$ cat src/inc/aprc_pkg.sv
// Package for the ADC port and reference configuration block
package aprc_pkg;

	// Register map (word offsets are byte addresses)
	localparam logic [7:0] ADDR_PORT_REF_CFG = 8'h00;
	localparam int         ADDR_W            = 8;

	// Field positions
	localparam int NEG_REF_BIT  = 5;
	localparam int POS_REF_BIT  = 4;
	localparam int PCFG_LSB     = 0;
	localparam int PCFG_W       = 4;

	// Reset values
	localparam logic [3:0] PCFG_RST_ANALOG  = 4'h0;
	localparam logic [3:0] PCFG_RST_DIGITAL = 4'h7;
	localparam logic       REF_SEL_RST      = 1'b0;

	// Decode limits
	localparam int         NUM_INPUTS       = 13;
	localparam logic [3:0] PCFG_ALL_ANALOG  = 4'h2;

	// Stored configuration
	typedef struct packed {
		logic       neg_ref_select;
		logic       pos_ref_select;
		logic [3:0] port_config_field;
	} aprc_cfg_s;

	// Reference routing outputs
	typedef struct packed {
		logic neg_ref_ext;
		logic pos_ref_ext;
	} aprc_ref_s;

endpackage

$ cat src/rtl/aprc_top.sv
// ADC port and reference configuration register with Wishbone slave
//
// The implementer's own choices: the Wishbone slave port and the register addresses.
`timescale 1ns/10ps
`default_nettype none

module aprc_top #(
	parameter int         NUM_IN    = aprc_pkg::NUM_INPUTS,
	parameter bit         LARGE_PKG = 1'b1
) (
	// Clock and reset
	input  wire logic              CLK_SYS,
	input  wire logic              RST,
	// Nonvolatile configuration
	input  wire logic              POR_ANALOG_DEFAULT_FUSE,
	// Wishbone slave
	input  wire logic              WB_CYC_I,
	input  wire logic              WB_STB_I,
	input  wire logic              WB_WE_I,
	input  wire logic [7:0]        WB_ADR_I,
	input  wire logic [3:0]        WB_SEL_I,
	input  wire logic [31:0]       WB_DAT_I,
	output logic      [31:0]       WB_DAT_O,
	output logic                   WB_ACK_O,
	output logic                   WB_ERR_O,
	// Converter controls
	output aprc_pkg::aprc_ref_s    REF_SEL,
	output logic      [NUM_IN-1:0] ANALOG_SELECT
);

	////////////////////////////////////////////////////////////////////////////
	// Decode helpers

	function automatic logic [NUM_IN-1:0] decode_pcfg(input logic [3:0] code);
		logic [NUM_IN-1:0] v;
		int                n_dig;
		v     = '1;
		n_dig = 0;
		if (code > aprc_pkg::PCFG_ALL_ANALOG) begin
			n_dig = int'(code) - int'(aprc_pkg::PCFG_ALL_ANALOG);
		end
		for (int i = 0; i < NUM_IN; i++) begin
			if (i >= NUM_IN - n_dig) begin
				v[i] = 1'b0;
			end
		end
		return v;
	endfunction

	////////////////////////////////////////////////////////////////////////////
	// Fuse synchroniser; strap caught after reset release

	logic               fuse_s1_q;
	logic               fuse_s2_q;
	logic               por_done_q;
	aprc_pkg::aprc_cfg_s cfg_q;
	aprc_pkg::aprc_cfg_s cfg_d;
	logic               ack_q;
	logic               ack_d;
	logic               err_q;
	logic               err_d;
	logic [31:0]        rdat_q;
	logic [31:0]        rdat_d;
	logic               req;
	logic               hit;

	always_ff @(posedge CLK_SYS) begin
		fuse_s1_q <= POR_ANALOG_DEFAULT_FUSE;
		fuse_s2_q <= fuse_s1_q;
	end

	////////////////////////////////////////////////////////////////////////////
	// Register and bus logic

	assign req = WB_CYC_I && WB_STB_I && !ack_q && !err_q;
	assign hit = (WB_ADR_I == aprc_pkg::ADDR_PORT_REF_CFG);

	always_comb begin
		cfg_d  = cfg_q;
		ack_d  = 1'b0;
		err_d  = 1'b0;
		rdat_d = rdat_q;
		if (!por_done_q) begin
			// Fuse reaches the synchroniser output two edges after it changes; the synchroniser is not reset
			cfg_d.port_config_field = fuse_s2_q ? aprc_pkg::PCFG_RST_ANALOG
			                                    : aprc_pkg::PCFG_RST_DIGITAL;
		end else if (req && hit) begin
			ack_d = 1'b1;
			if (WB_WE_I && WB_SEL_I[0]) begin
				cfg_d.neg_ref_select    = WB_DAT_I[aprc_pkg::NEG_REF_BIT];
				cfg_d.pos_ref_select    = WB_DAT_I[aprc_pkg::POS_REF_BIT];
				cfg_d.port_config_field = WB_DAT_I[aprc_pkg::PCFG_LSB +: aprc_pkg::PCFG_W];
			end
			rdat_d = '0;
			rdat_d[aprc_pkg::NEG_REF_BIT] = cfg_q.neg_ref_select;
			rdat_d[aprc_pkg::POS_REF_BIT] = cfg_q.pos_ref_select;
			rdat_d[aprc_pkg::PCFG_LSB +: aprc_pkg::PCFG_W] = cfg_q.port_config_field;
		end else if (req) begin
			err_d  = 1'b1;
			rdat_d = '0;
		end
	end

	// Counter of four edges lets the fuse synchroniser settle before sampling
	logic [1:0] por_cnt_q;
	logic [1:0] por_cnt_d;
	logic       por_done_d;

	always_comb begin
		por_cnt_d  = por_cnt_q;
		por_done_d = por_done_q;
		if (por_cnt_q != 2'h3) begin
			por_cnt_d = por_cnt_q + 2'h1;
		end else begin
			por_done_d = 1'b1;
		end
	end

	always_ff @(posedge CLK_SYS) begin
		if (RST) begin
			cfg_q.neg_ref_select    <= aprc_pkg::REF_SEL_RST;
			cfg_q.pos_ref_select    <= aprc_pkg::REF_SEL_RST;
			cfg_q.port_config_field <= aprc_pkg::PCFG_RST_DIGITAL;
			ack_q                   <= 1'b0;
			err_q                   <= 1'b0;
			rdat_q                  <= '0;
			por_cnt_q               <= 2'h0;
			por_done_q              <= 1'b0;
		end else begin
			cfg_q      <= cfg_d;
			ack_q      <= ack_d;
			err_q      <= err_d;
			rdat_q     <= rdat_d;
			por_cnt_q  <= por_cnt_d;
			por_done_q <= por_done_d;
		end
	end

	assign WB_ACK_O = ack_q;
	assign WB_ERR_O = err_q;
	assign WB_DAT_O = rdat_q;

	////////////////////////////////////////////////////////////////////////////
	// Converter-facing outputs

	logic [NUM_IN-1:0] dec;

	// One driver for the whole struct; split member assigns trip some tools
	always_comb begin
		REF_SEL.neg_ref_ext = cfg_q.neg_ref_select;
		REF_SEL.pos_ref_ext = cfg_q.pos_ref_select;
	end
	assign dec = decode_pcfg(cfg_q.port_config_field);

	// Small package: inputs 5..7 have no pin, so they read as digital
	always_comb begin
		ANALOG_SELECT = dec;
		if (!LARGE_PKG) begin
			for (int i = 5; i <= 7; i++) begin
				ANALOG_SELECT[i] = 1'b0;
			end
		end
	end

	////////////////////////////////////////////////////////////////////////////
	// Assertions

	property p_rsvd_zero;
		@(posedge CLK_SYS) disable iff (RST) WB_ACK_O |-> WB_DAT_O[7:6] == 2'b00;
	endproperty
	a_rsvd_zero: assert property (p_rsvd_zero) else $error("Reserved bits read nonzero");

	property p_neg_ref;
		@(posedge CLK_SYS) disable iff (RST)
			(req && hit && WB_WE_I && WB_SEL_I[0] && por_done_q)
			|=> REF_SEL.neg_ref_ext == $past(WB_DAT_I[aprc_pkg::NEG_REF_BIT]);
	endproperty
	a_neg_ref: assert property (p_neg_ref) else $error("Negative reference select not written");

	property p_pos_ref;
		@(posedge CLK_SYS) disable iff (RST)
			(req && hit && WB_WE_I && WB_SEL_I[0] && por_done_q)
			|=> REF_SEL.pos_ref_ext == $past(WB_DAT_I[aprc_pkg::POS_REF_BIT]);
	endproperty
	a_pos_ref: assert property (p_pos_ref) else $error("Positive reference select not written");

	property p_all_digital;
		@(posedge CLK_SYS) disable iff (RST) cfg_q.port_config_field == 4'hF |-> ANALOG_SELECT == '0;
	endproperty
	a_all_digital: assert property (p_all_digital) else $error("Code 1111 left an analog input");

	property p_low_analog;
		@(posedge CLK_SYS) disable iff (RST)
			(cfg_q.port_config_field <= aprc_pkg::PCFG_ALL_ANALOG && LARGE_PKG) |-> &ANALOG_SELECT;
	endproperty
	a_low_analog: assert property (p_low_analog) else $error("Low code left a digital input");

	property p_top_first;
		@(posedge CLK_SYS) disable iff (RST)
			cfg_q.port_config_field == 4'h3 |-> !ANALOG_SELECT[NUM_IN-1] && ANALOG_SELECT[NUM_IN-2];
	endproperty
	a_top_first: assert property (p_top_first) else $error("Code 0011 decode wrong");

	property p_por_load;
		@(posedge CLK_SYS) disable iff (RST)
			$rose(por_done_q) |-> cfg_q.port_config_field == (fuse_s2_q ? aprc_pkg::PCFG_RST_ANALOG
			                                                            : aprc_pkg::PCFG_RST_DIGITAL);
	endproperty
	a_por_load: assert property (p_por_load) else $error("Power-on port code wrong");

	property p_small_pkg;
		@(posedge CLK_SYS) disable iff (RST) !LARGE_PKG |-> ANALOG_SELECT[7:5] == 3'b000;
	endproperty
	a_small_pkg: assert property (p_small_pkg) else $error("Absent inputs marked analog");

	property p_ref_reset;
		@(posedge CLK_SYS) $fell(RST) |-> (REF_SEL == 2'h0) [*2];
	endproperty
	a_ref_reset: assert property (p_ref_reset) else $error("Reference selects not zero after reset");

endmodule

`default_nettype wire

$ cat config.mk
export PLATFORM = sky130hd
export DESIGN_NAME = aprc_top
export DESIGN_NICKNAME = d
export VERILOG_FILES = /design/src/inc/aprc_pkg.sv /design/src/rtl/aprc_top.sv
export SDC_FILE = /design/constraint.sdc
export NUM_CORES = 1
export LEC_CHECK = 0
export BUFFER_PORTS_ARGS = -buffer_cell sky130_fd_sc_hd__buf_2
export CAP_MARGIN = 40
export CORE_MARGIN = 5
export CORE_UTILIZATION = 42
export CTS_BUF_LIST = sky130_fd_sc_hd__clkbuf_8
export DETAILED_ROUTE_END_ITERATION = 10
export HOLD_SLACK_MARGIN = 0.02
export PLACE_DENSITY = 0.82
export SYNTH_ARGS = -nofsm -noshare
export SYNTH_HDL_FRONTEND = slang
export SYNTH_SLANG_ARGS = --single-unit
export TNS_END_PERCENT = 20
$ cat constraint.sdc
create_clock -name CLK_SYS -period 4.08 [get_ports CLK_SYS]
set_clock_uncertainty 0.1 [all_clocks]
set_input_delay 0.408 -clock CLK_SYS [delete_from_list [all_inputs] [get_ports CLK_SYS]]
set_output_delay 0.408 -clock CLK_SYS [all_outputs]
set_load 0.02 [all_outputs]
==> After elaboration in Yosys (flattened, before gate mapping) <==
Index checks and enable logic that the tools add are counted.
{ "word_totals": {"inputBits": 50, "register_bits": 45} }
{ "op_classes": {"add_sub_neg": 3, "reduce_logical": 14, "n_eq_ne": 3, "magnitude_cmp": 14, "bitwise": 1, "n_mux": 22} }
{ "ops": {"columns": ["cell", "n"], "rows": [
  ["greater-or-equal comparator 5 x 32 -> 1 bit, first input constant", 5],
  ["greater-or-equal comparator 4 x 32 -> 1 bit, first input constant", 4],
  ["2-to-1 mux 32 bit", 3],
  ["greater-or-equal comparator 3 x 32 -> 1 bit, first input constant", 2],
  ["greater-or-equal comparator 1 x 32 -> 1 bit, first input constant", 1],
  ["greater-or-equal comparator 2 x 32 -> 1 bit, first input constant", 1],
  ["subtractor 5 x 32 -> 32 bit, first input constant", 1],
  ["2-to-1 mux 1 bit", 15],
  ["2-to-1 mux 4 bit", 3],
  ["zero test 8 bit", 1],
  ["logical AND 1 bit", 5],
  ["subtractor 4 x 2 -> 5 bit, second input constant", 1],
  ["greater-than comparator 4 x 2 -> 1 bit, second input constant", 1],
  ["!= test 2 x 1 -> 1 bit, second input constant", 2],
  ["AND reduction 2 bit", 2],
  ["2-to-1 mux 3 bit", 1],
  ["AND reduction 3 bit", 1],
  ["OR reduction 3 bit", 1],
  ["adder 2 x 1 -> 2 bit, second input constant", 1],
  ["zero test 1 bit", 2],
  ["!= test 2 bit, second input constant", 1],
  ["nonzero test 2 bit", 1],
  ["OR reduction 2 bit", 1],
  ["inverter 1 bit", 1]
]} }

==> Depth between registers and ports, before layout <==
Gate-level depths: netlist (run 1).
{ "depth": {"ltp_word": 6, "mapped_depth": 14, "depth_no_buf": 12} }

==> Worst setup path before layout (run 1) <==
No wires, ideal clock.
{ "synth_path": {"kind": "flip-flop to output port", "from": "reg cfg_q[1] (netlist name)", "to": "out ANALOG_SELECT[10]", "path_stages_with_launch": 13, "arrival_ns": 2.719, "path_buffers": 2, "slack_ns": 0.853, "required_ns": 3.572, "cell_sequence": "dfxtp_1 > buf_6 > inv_1 > ha_1 > ha_1 > buf_2 > nor2_1 > nand2_1 > ha_1 > nor4bb_1 > nand4_1 > a21oi_1 > a21oi_1"} }
{ "synth_via": {"elab_chain_cells": 5, "word_cells_on_any_way": 6} }
{ "synth_lines": {"columns": ["element", "line", "source"], "rows": [
  ["start, declared", "aprc_top.sv:56", "aprc_pkg::aprc_cfg_s cfg_q;"],
  ["start signal, assigned", "aprc_top.sv:130", "cfg_q <= cfg_d;"],
  ["subtractor 4 x 2 -> 5 bit / greater-than comparator 4 x 2 -> 1 bit (equally long branches)", "aprc_top.sv:40, aprc_top.sv:39", null],
  ["2-to-1 mux 32 bit *", "aprc_top.sv:39", "if (code > aprc_pkg::PCFG_ALL_ANALOG) begin"],
  ["subtractor 5 x 32 -> 32 bit *", "aprc_top.sv:43", "if (i >= NUM_IN - n_dig) begin"],
  ["greater-or-equal comparator 5 x 32 -> 1 bit *", "aprc_top.sv:43", null],
  ["2-to-1 mux 1 bit *", "aprc_top.sv:43", null],
  ["end, declared", "aprc_top.sv:28", "output logic [NUM_IN-1:0] ANALOG_SELECT"]
]} }
Mark *: on every way between the ends. The rest lies on a longest branch, timed or not.

==> Worst setup path in the final report (run 1) <==
{ "layout_path": {"from": "reg cfg_q[1] (netlist name)", "to": "out ANALOG_SELECT[6]"} }
{ "layout_via": {"elab_chain_cells": 5, "word_cells_on_any_way": 6} }
{ "layout_lines": {"columns": ["element", "line"], "rows": [
  ["subtractor 4 x 2 -> 5 bit / greater-than comparator 4 x 2 -> 1 bit (equally long branches)", "aprc_top.sv:40, aprc_top.sv:39"],
  ["2-to-1 mux 32 bit *", "aprc_top.sv:39"],
  ["subtractor 5 x 32 -> 32 bit *", "aprc_top.sv:43"],
  ["greater-or-equal comparator 4 x 32 -> 1 bit *", "aprc_top.sv:43"],
  ["2-to-1 mux 1 bit *", "aprc_top.sv:43"]
]} }
Marked as above.

==> impl_metrics.prom, run 1 <==
# TYPE chip_impl_metric gauge
chip_impl_metric{name="timing.slew.headroom",unit="%"} 61.8
chip_impl_info{name="critical_path.startpoint_type",value="flip-flop"} 1
chip_impl_metric{name="final.period_utilization",unit="%"} 92.9
chip_impl_metric{name="dpl.hpwl",unit="um"} 2330
chip_impl_metric{name="globalRouteOverflowTotal",unit=""} 0
chip_impl_metric{name="drc",unit=""} 0
chip_impl_info{name="tritoncts",value="done"} 1
chip_impl_metric{name="place.gp.congestion",unit=""} 0.820
chip_impl_metric{name="critical_path_peak_fanout",unit=""} 11
chip_impl_metric{name="grt_start_max_net_pins",unit=""} 18
chip_impl_metric{name="synth_area_per_cell",unit="um2"} 8.86
chip_impl_metric{name="post_synth_inst_count",unit=""} 158
chip_impl_metric{name="synth.cell_area",unit="um2"} 1400
chip_impl_metric{name="cts_buffer_depth",unit=""} 2
chip_impl_metric{name="slew_at_the_pin_with_the_worst_max_slew_slack",unit="ns"} 0.569
chip_impl_metric{name="detailroute.wirelength.met2",unit="um"} 1350
chip_impl_info{name="final_common_cell",value="sky130_fd_sc_hd__buf_2"} 1
chip_impl_metric{name="postCtsHoldBufs",unit=""} 0
chip_impl_metric{name="synth_top_area_share",unit="%"} 27.2
chip_impl_metric{name="total_power",unit="uW"} 539
chip_impl_info{name="layout_common_cells",value="43 x sky130_fd_sc_hd__buf_2, 26 x sky130_fd_sc_hd__conb_1, 17 x sky130_fd_sc_hd__dfxtp_1"} 1
chip_impl_metric{name="first_iter_violations",unit=""} 23
chip_impl_metric{name="final_critical_delay_including_setup_and_external_delays",unit="ns"} 3.79
chip_impl_metric{name="yosys.area_share.simple",unit="%"} 25.4
chip_impl_metric{name="via_count",unit=""} 1161
chip_impl_metric{name="dpl_cell_area",unit="um2"} 1540
chip_impl_info{name="clock_tree.root_cell",value="sky130_fd_sc_hd__clkbuf_8"} 1
chip_impl_metric{name="yosys_warnings",unit=""} 0
chip_impl_metric{name="final-instance-count-excl-fill",unit=""} 245
chip_impl_metric{name="synth_cell_types",unit=""} 41
chip_impl_metric{name="num-fill-cells",unit=""} 340
chip_impl_metric{name="post-place-cells",unit=""} 241
chip_impl_metric{name="boundaryPins",unit=""} 99
chip_impl_info{name="synth_largest_area_cell",value="sky130_fd_sc_hd__dfxtp_1"} 1
chip_impl_metric{name="antenna_found_initial",unit=""} 0
chip_impl_metric{name="ir_drop",unit="mV"} 0.251
chip_impl_metric{name="port_buffers",unit=""} 43
chip_impl_metric{name="worst_setup_hold_path_clk_slew",unit="ns"} 0.07
chip_impl_metric{name="rows",unit=""} 21
chip_impl_metric{name="ctsResizeCount",unit=""} 0
chip_impl_metric{name="areaGrowthSynthToFinish",unit="%"} 13.9
chip_impl_metric{name="cts.sink_count",unit=""} 19
chip_impl_metric{name="drive_above_1_share",unit="%"} 30.7
chip_impl_metric{name="die_y",unit="um"} 67.7
chip_impl_metric{name="gr-usage-all-layers",unit="%"} 13.0
chip_impl_metric{name="diodes_inserted",unit=""} 0
chip_impl_metric{name="die_area",unit="um2"} 4590
chip_impl_info{name="critical_path_class",value="flip-flop to output pin"} 1
chip_impl_metric{name="postLayoutCoreUtil",unit="%"} 48.5
chip_impl_metric{name="synthAdderAreaFrac",unit="%"} 9.83
chip_impl_info{name="end_kind",value="output pin"} 1
chip_impl_metric{name="sequential_cell_area_fraction_in_the_yosys_report",unit="%"} 27.2
chip_impl_metric{name="die_x",unit="um"} 67.7
chip_impl_metric{name="power.static_leakage",unit="nW"} 0.764
chip_impl_metric{name="clock.fmax",unit="GHz"} 0.264
chip_impl_info{name="run_status",value="finished clean"} 1
chip_impl_metric{name="ys_ff_latch",unit=""} 19
chip_impl_metric{name="route.detailed.wl_per_inst",unit="um"} 11.7
chip_impl_metric{name="cts.repair_timing.setup_buffer_count",unit=""} 0
chip_impl_metric{name="crit_required",unit="ns"} 3.57
chip_impl_metric{name="met1_length",unit="um"} 1250
chip_impl_metric{name="report.final.slew_viol_count",unit=""} 0
chip_impl_metric{name="cts-buffers-inserted",unit=""} 3
chip_impl_metric{name="synth.area.mux_share",unit="%"} 2.86
chip_impl_metric{name="area_share_of_xor_xnor_cells_in_the_synthesized_design",unit="%"} 0.626
chip_impl_metric{name="setup-violations-final",unit=""} 0
chip_impl_metric{name="worst_hold_check_slack",unit="ns"} 0.152
chip_impl_info{name="main_combinational_cell_family_by_area_after_synthesis",value="simple AND/OR/NAND/NOR gates"} 1
chip_impl_metric{name="pwr_density",unit="nW/um2"} 338
chip_impl_metric{name="postLayoutCellArea",unit="um2"} 1590
chip_impl_metric{name="detail_route.wirelength",unit="um"} 2870
chip_impl_metric{name="finalNetCount",unit=""} 261
chip_impl_metric{name="fraction_of_the_mapped_netlist_area_in_compound_gates",unit="%"} 15.3
chip_impl_metric{name="met3_wirelength",unit="um"} 232
chip_impl_metric{name="first_global_vias",unit=""} 1005
chip_impl_metric{name="cts_max_level",unit=""} 1
chip_impl_metric{name="totalNegativeSetupSlack",unit="ns"} 0
chip_impl_metric{name="grt_pass1_wl",unit="um"} 4580
chip_impl_metric{name="cp.arrival",unit="ns"} 3.28
chip_impl_info{name="top_layer_used",value="met4"} 1
chip_impl_metric{name="max-cap-violations",unit=""} 0
chip_impl_info{name="grt_setup_unrepaired",value="false"} 1
chip_impl_metric{name="finalHoldViolations",unit=""} 0
chip_impl_metric{name="route.antenna.remaining_nets",unit=""} 0
chip_impl_metric{name="fp.coreArea",unit="um2"} 3280
chip_impl_info{name="holdCritPathClass",value="input port to flip-flop"} 1
chip_impl_metric{name="first_pass_iters",unit=""} 4
chip_impl_metric{name="initial_utilization",unit="%"} 42.6
chip_impl_info{name="synth_top_cells_by_area",value="sky130_fd_sc_hd__dfxtp_1 27%, sky130_fd_sc_hd__buf_4 15%, sky130_fd_sc_hd__ha_1 9.8%"} 1
chip_impl_metric{name="finalWorstSetupSlack",unit="ns"} 0.291
chip_impl_metric{name="clock_insertion_delay_worst_skew",unit="ns"} 0.26
chip_impl_metric{name="via_per_inst",unit=""} 4.74
chip_impl_metric{name="place_worst_setup_slack",unit="ns"} 0.385
-- power by group --
| group | switching [mW] | total, mW | internal, mW | leakage, nW |
|---|---|---|---|---|
| sequential | 0.0110 | 0.206 | 0.196 | 0.155 |
| clock | 0.0607 | 0.128 | 0.0670 | 0.0269 |
| combinational | 0.134 | 0.205 | 0.0710 | 0.582 |
-- cells by family after synthesis --
group	Yosys count
and+or+nand+nor	54
other	1
DFF	19
xor gates and xnor gates	1
adders and majority gates	11
AOI/OAI and AO/OA	29
buffers and inverters	39
muxes	4
-- metal layers --
metal	vias up	GRT usage, %
met5	-	0
met4	0	5.32
met3	3	2.33
met2	44	22.2
met1	518	15.9
li1	596	-
-- path summary, 6_finish.rpt --
path | startpoint | end | slack [ns] | depth (start not counted)
setup / recovery | cfg_q[1]$_SDFFE_PP1P_ | ANALOG_SELECT[6] | 0.29 | 14
setup reg to reg | WB_ACK_O$_SDFF_PP0_ | REF_SEL[0]$_SDFFE_PP0P_ | 2.57 | 4
hold / removal | POR_ANALOG_DEFAULT_FUSE | fuse_s1_q$_DFF_P_ | 0.15 | 1
hold reg to reg | fuse_s1_q$_DFF_P_ | fuse_s2_q$_DFF_P_ | 0.23 | 0
-- flip-flops by register name, summed over array words and instances (netlist names) --
name	cells
cfg_q	4
WB_ACK_O	1
por_done_q	1
por_cnt_q	2
WB_DAT_O	6
fuse_s2_q	1
fuse_s1_q	1
REF_SEL	2
WB_ERR_O	1
-- area by class of cell --
| type | count | area (um2) | share of cell area [%] |
|---|---|---|---|
| multi-input cells | 125 | 860 | 53.9 |
| flip-flops and latches | 19 | 383 | 24.0 |
| repair buffers | 44 | 223 | 14.0 |
| well taps | 46 | 57.6 | 3.61 |
| clock buffers | 3 | 41.3 | 2.59 |
| inverters | 7 | 26.3 | 1.65 |
| clock inverters | 1 | 3.75 | 0.235 |
-- synthesized netlist by cell type (all sizes together) --
cell,instances
buf,30
dfxtp,19
a21oi,12
ha,11
nor2,11
inv,7
nand2,7
a22o,6
nor4,6
nor3,5
nor4b,5
mux2i,4
nand2b,4
nand3,3
nand3b,3
nand4,3
a21o,2
a31oi,2
clkbuf,2
o21ai,2
a21boi,1
a22oi,1
a41oi,1
and2,1
and4bb,1
conb,1
nor2b,1
nor3b,1
nor4bb,1
o311ai,1
o31ai,1
or3,1
or4b,1
xor2,1
-- critical path: stages (launching register included) --
cell and delay [ns]:
sky130_fd_sc_hd__dfxtp_2 0.44, sky130_fd_sc_hd__inv_1 0.07, sky130_fd_sc_hd__ha_1 0.19, sky130_fd_sc_hd__ha_1 0.19
sky130_fd_sc_hd__buf_4 0.16, sky130_fd_sc_hd__nor3_1 0.29, sky130_fd_sc_hd__ha_1 0.31, sky130_fd_sc_hd__nand3_1 0.12
sky130_fd_sc_hd__nand2_1 0.09, sky130_fd_sc_hd__ha_1 0.11, sky130_fd_sc_hd__nor4b_1 0.23, sky130_fd_sc_hd__nand4_1 0.23
sky130_fd_sc_hd__a21oi_4 0.26, sky130_fd_sc_hd__a41oi_2 0.14, sky130_fd_sc_hd__buf_2 0.19
Power figures use the tool's default switching activity.
==> inputs of run 2 (changes only) <==
==> constraint.sdc (replaced) <==
create_clock -name CLK_SYS -period 3.9 [get_ports CLK_SYS]
set_clock_uncertainty 0.1 [all_clocks]
set_input_delay 0.195 -clock CLK_SYS [delete_from_list [all_inputs] [get_ports CLK_SYS]]
set_output_delay 0.195 -clock CLK_SYS [all_outputs]
set_load 0.02 [all_outputs]
==> impl_metrics.prom, run 2 (synthesis gave the netlist of run 1 again) <==
# TYPE chip_impl_metric gauge
chip_impl_info{name="run_status",value="finished clean"} 1
chip_impl_metric{name="boundaryPins",unit=""} 99
chip_impl_metric{name="detail_route.wirelength",unit="um"} 2800
chip_impl_metric{name="final_critical_delay_including_setup_and_external_delays",unit="ns"} 3.48
chip_impl_metric{name="internal_pwr_total",unit="uW"} 350
chip_impl_info{name="final_common_cell",value="sky130_fd_sc_hd__buf_2"} 1
chip_impl_metric{name="cp.arrival",unit="ns"} 3.19
chip_impl_metric{name="fp.coreArea",unit="um2"} 3280
chip_impl_metric{name="max-cap-violations",unit=""} 0
chip_impl_metric{name="die_area",unit="um2"} 4590
chip_impl_metric{name="finalWorstSetupSlack",unit="ns"} 0.418
chip_impl_metric{name="clock.fmax",unit="GHz"} 0.287
chip_impl_metric{name="largest_reg_flops",unit=""} 6
chip_impl_metric{name="antenna_found_initial",unit=""} 0
chip_impl_metric{name="diodes_inserted",unit=""} 0
chip_impl_info{name="tritoncts",value="done"} 1
chip_impl_metric{name="cts.repair_timing.setup_buffer_count",unit=""} 0
chip_impl_metric{name="num-fill-cells",unit=""} 334
chip_impl_info{name="clock_tree.root_cell",value="sky130_fd_sc_hd__clkbuf_8"} 1
chip_impl_metric{name="die_y",unit="um"} 67.7
chip_impl_metric{name="route.antenna.remaining_nets",unit=""} 0
chip_impl_metric{name="grt_pass1_wl",unit="um"} 4530
chip_impl_metric{name="worst_setup_hold_path_clk_slew",unit="ns"} 0.07
chip_impl_metric{name="clock_insertion_delay_worst_skew",unit="ns"} 0.25
chip_impl_metric{name="drive_above_1_share",unit="%"} 30.5
chip_impl_metric{name="final.period_utilization",unit="%"} 89.3
chip_impl_metric{name="place.gp.congestion",unit=""} 0.825
chip_impl_metric{name="grt_start_max_net_pins",unit=""} 18
chip_impl_metric{name="cts-buffers-inserted",unit=""} 3
chip_impl_metric{name="dpl.hpwl",unit="um"} 2240
chip_impl_metric{name="report.final.slew_viol_count",unit=""} 0
chip_impl_metric{name="first_iter_violations",unit=""} 34
chip_impl_metric{name="via_per_inst",unit=""} 4.66
chip_impl_metric{name="globalRouteOverflowTotal",unit=""} 0
chip_impl_metric{name="finalNetCount",unit=""} 262
chip_impl_metric{name="route.detailed.wl_per_inst",unit="um"} 11.4
chip_impl_metric{name="critical_path_peak_fanout",unit=""} 10
chip_impl_info{name="critical_path.startpoint_type",value="flip-flop"} 1
chip_impl_metric{name="postLayoutCoreUtil",unit="%"} 48.9
chip_impl_metric{name="worst_hold_check_slack",unit="ns"} 0.0979
chip_impl_metric{name="first_global_vias",unit=""} 1020
chip_impl_metric{name="dpl_cell_area",unit="um2"} 1540
chip_impl_metric{name="via_count",unit=""} 1147
chip_impl_metric{name="port_buffers",unit=""} 43
chip_impl_metric{name="cts.sink_count",unit=""} 19
chip_impl_metric{name="seqPwrFrac",unit="%"} 38.0
chip_impl_info{name="end_kind",value="output pin"} 1
chip_impl_metric{name="power.net_switching",unit="uW"} 212
chip_impl_metric{name="cts_max_level",unit=""} 1
chip_impl_metric{name="power_frac_comb",unit="%"} 38.8
chip_impl_info{name="layout_common_cells",value="43 x sky130_fd_sc_hd__buf_2, 26 x sky130_fd_sc_hd__conb_1, 18 x sky130_fd_sc_hd__dfxtp_1"} 1
chip_impl_metric{name="pwr_density",unit="nW/um2"} 350
chip_impl_metric{name="die_x",unit="um"} 67.7
chip_impl_metric{name="ir_drop",unit="mV"} 0.293
chip_impl_metric{name="slew_at_the_pin_with_the_worst_max_slew_slack",unit="ns"} 0.585
chip_impl_metric{name="areaGrowthSynthToFinish",unit="%"} 14.7
chip_impl_metric{name="finalHoldViolations",unit=""} 0
chip_impl_metric{name="first_pass_iters",unit=""} 4
chip_impl_metric{name="rows",unit=""} 21
chip_impl_metric{name="crit_required",unit="ns"} 3.61
chip_impl_metric{name="power.share.clock",unit="%"} 23.2
chip_impl_metric{name="final-instance-count-excl-fill",unit=""} 246
chip_impl_info{name="holdCritPathClass",value="input port to flip-flop"} 1
chip_impl_metric{name="power.static_leakage",unit="nW"} 0.767
chip_impl_metric{name="gr-usage-all-layers",unit="%"} 12.4
chip_impl_metric{name="post-place-cells",unit=""} 241
chip_impl_metric{name="totalNegativeSetupSlack",unit="ns"} 0
chip_impl_info{name="critical_path_class",value="flip-flop to output pin"} 1
chip_impl_metric{name="total_power",unit="uW"} 562
chip_impl_metric{name="initial_utilization",unit="%"} 42.6
chip_impl_metric{name="timing.slew.headroom",unit="%"} 60.8
chip_impl_metric{name="switching_share",unit="%"} 37.7
chip_impl_metric{name="postLayoutCellArea",unit="um2"} 1610
chip_impl_metric{name="cts_buffer_depth",unit=""} 2
chip_impl_info{name="grt_setup_unrepaired",value="false"} 1
chip_impl_metric{name="place_worst_setup_slack",unit="ns"} 0.362
chip_impl_metric{name="setup-violations-final",unit=""} 0
chip_impl_metric{name="drc",unit=""} 0
## run 2: cell types whose count changed in the layout (fill, tap and decap cells not counted), sizes merged
| cell | before | now |
|---|---|---|
| dlygate4sd3 | 0 | 1 |
## run 2: layout make-up
type / count / area [um2] / area share [%]
Inverter: 7 / 26.3 / 1.64
Timing Repair Buffer: 45 / 233 / 14.5
Clock buffer: 3 / 41.3 / 2.57
Clock inverter: 1 / 3.75 / 0.234
Tap cell: 46 / 57.6 / 3.59
Sequential cell: 19 / 382 / 23.8
Multi-Input combinational cell: 125 / 862 / 53.7
## run 2: what timing repair did
item / CTS / global route
hold buffers: 1 / 0
endpoints found under the setup margin: 0 / 12
resized for setup: 0 / 4
hold endpoints to repair: 1 / 0
## run 2: final timing paths
path | cells past startpoint | from | slack, ns | to
hold reg to reg | 0 | fuse_s1_q$_DFF_P_ | 0.23 | fuse_s2_q$_DFF_P_
setup reg to reg | 4 | WB_ACK_O$_SDFF_PP0_ | 2.38 | WB_DAT_O[0]$_SDFFE_PP0P_
hold / removal | 3 | WB_DAT_I[5] | 0.1 | REF_SEL[1]$_SDFFE_PP0P_
setup / recovery | 13 | cfg_q[2]$_SDFFE_PP1P_ | 0.42 | ANALOG_SELECT[6]
## run 2: power groups by stage
| stage | Sequential (mW) | Combinational (mW) | Clock [mW] |
|---|---|---|---|
| finish | 0.213 | 0.218 | 0.131 |
| global route | 0.215 | 0.243 | 0.141 |
| CTS | 0.213 | 0.217 | 0.136 |
| detailed placement | 0.218 | 0.214 | 0 |
| global placement | 0.217 | 0.211 | 0 |
| floorplan | 0.216 | 0.181 | 0 |
## run 2: worst max-delay path: stages (launching register included)
cell and delay, ns:
sky130_fd_sc_hd__dfxtp_2 0.40, sky130_fd_sc_hd__inv_1 0.06, sky130_fd_sc_hd__ha_1 0.18, sky130_fd_sc_hd__ha_1 0.30, sky130_fd_sc_hd__nor3_1 0.31, sky130_fd_sc_hd__ha_1 0.30, sky130_fd_sc_hd__nand3_1 0.12, sky130_fd_sc_hd__nand2_1 0.09
sky130_fd_sc_hd__ha_1 0.11, sky130_fd_sc_hd__nor4b_1 0.24, sky130_fd_sc_hd__nand4_1 0.23, sky130_fd_sc_hd__a21oi_4 0.26, sky130_fd_sc_hd__a41oi_2 0.14, sky130_fd_sc_hd__buf_2 0.19
## run 2: routing by layer
layer,GRT usage [%],vias up,part of all wire [%]
li1,-,599,-
met1,16.3,503,44
met2,21.4,43,47
met3,0.998,2,8.0
met4,3.80,0,1.1
met5,0,-,0
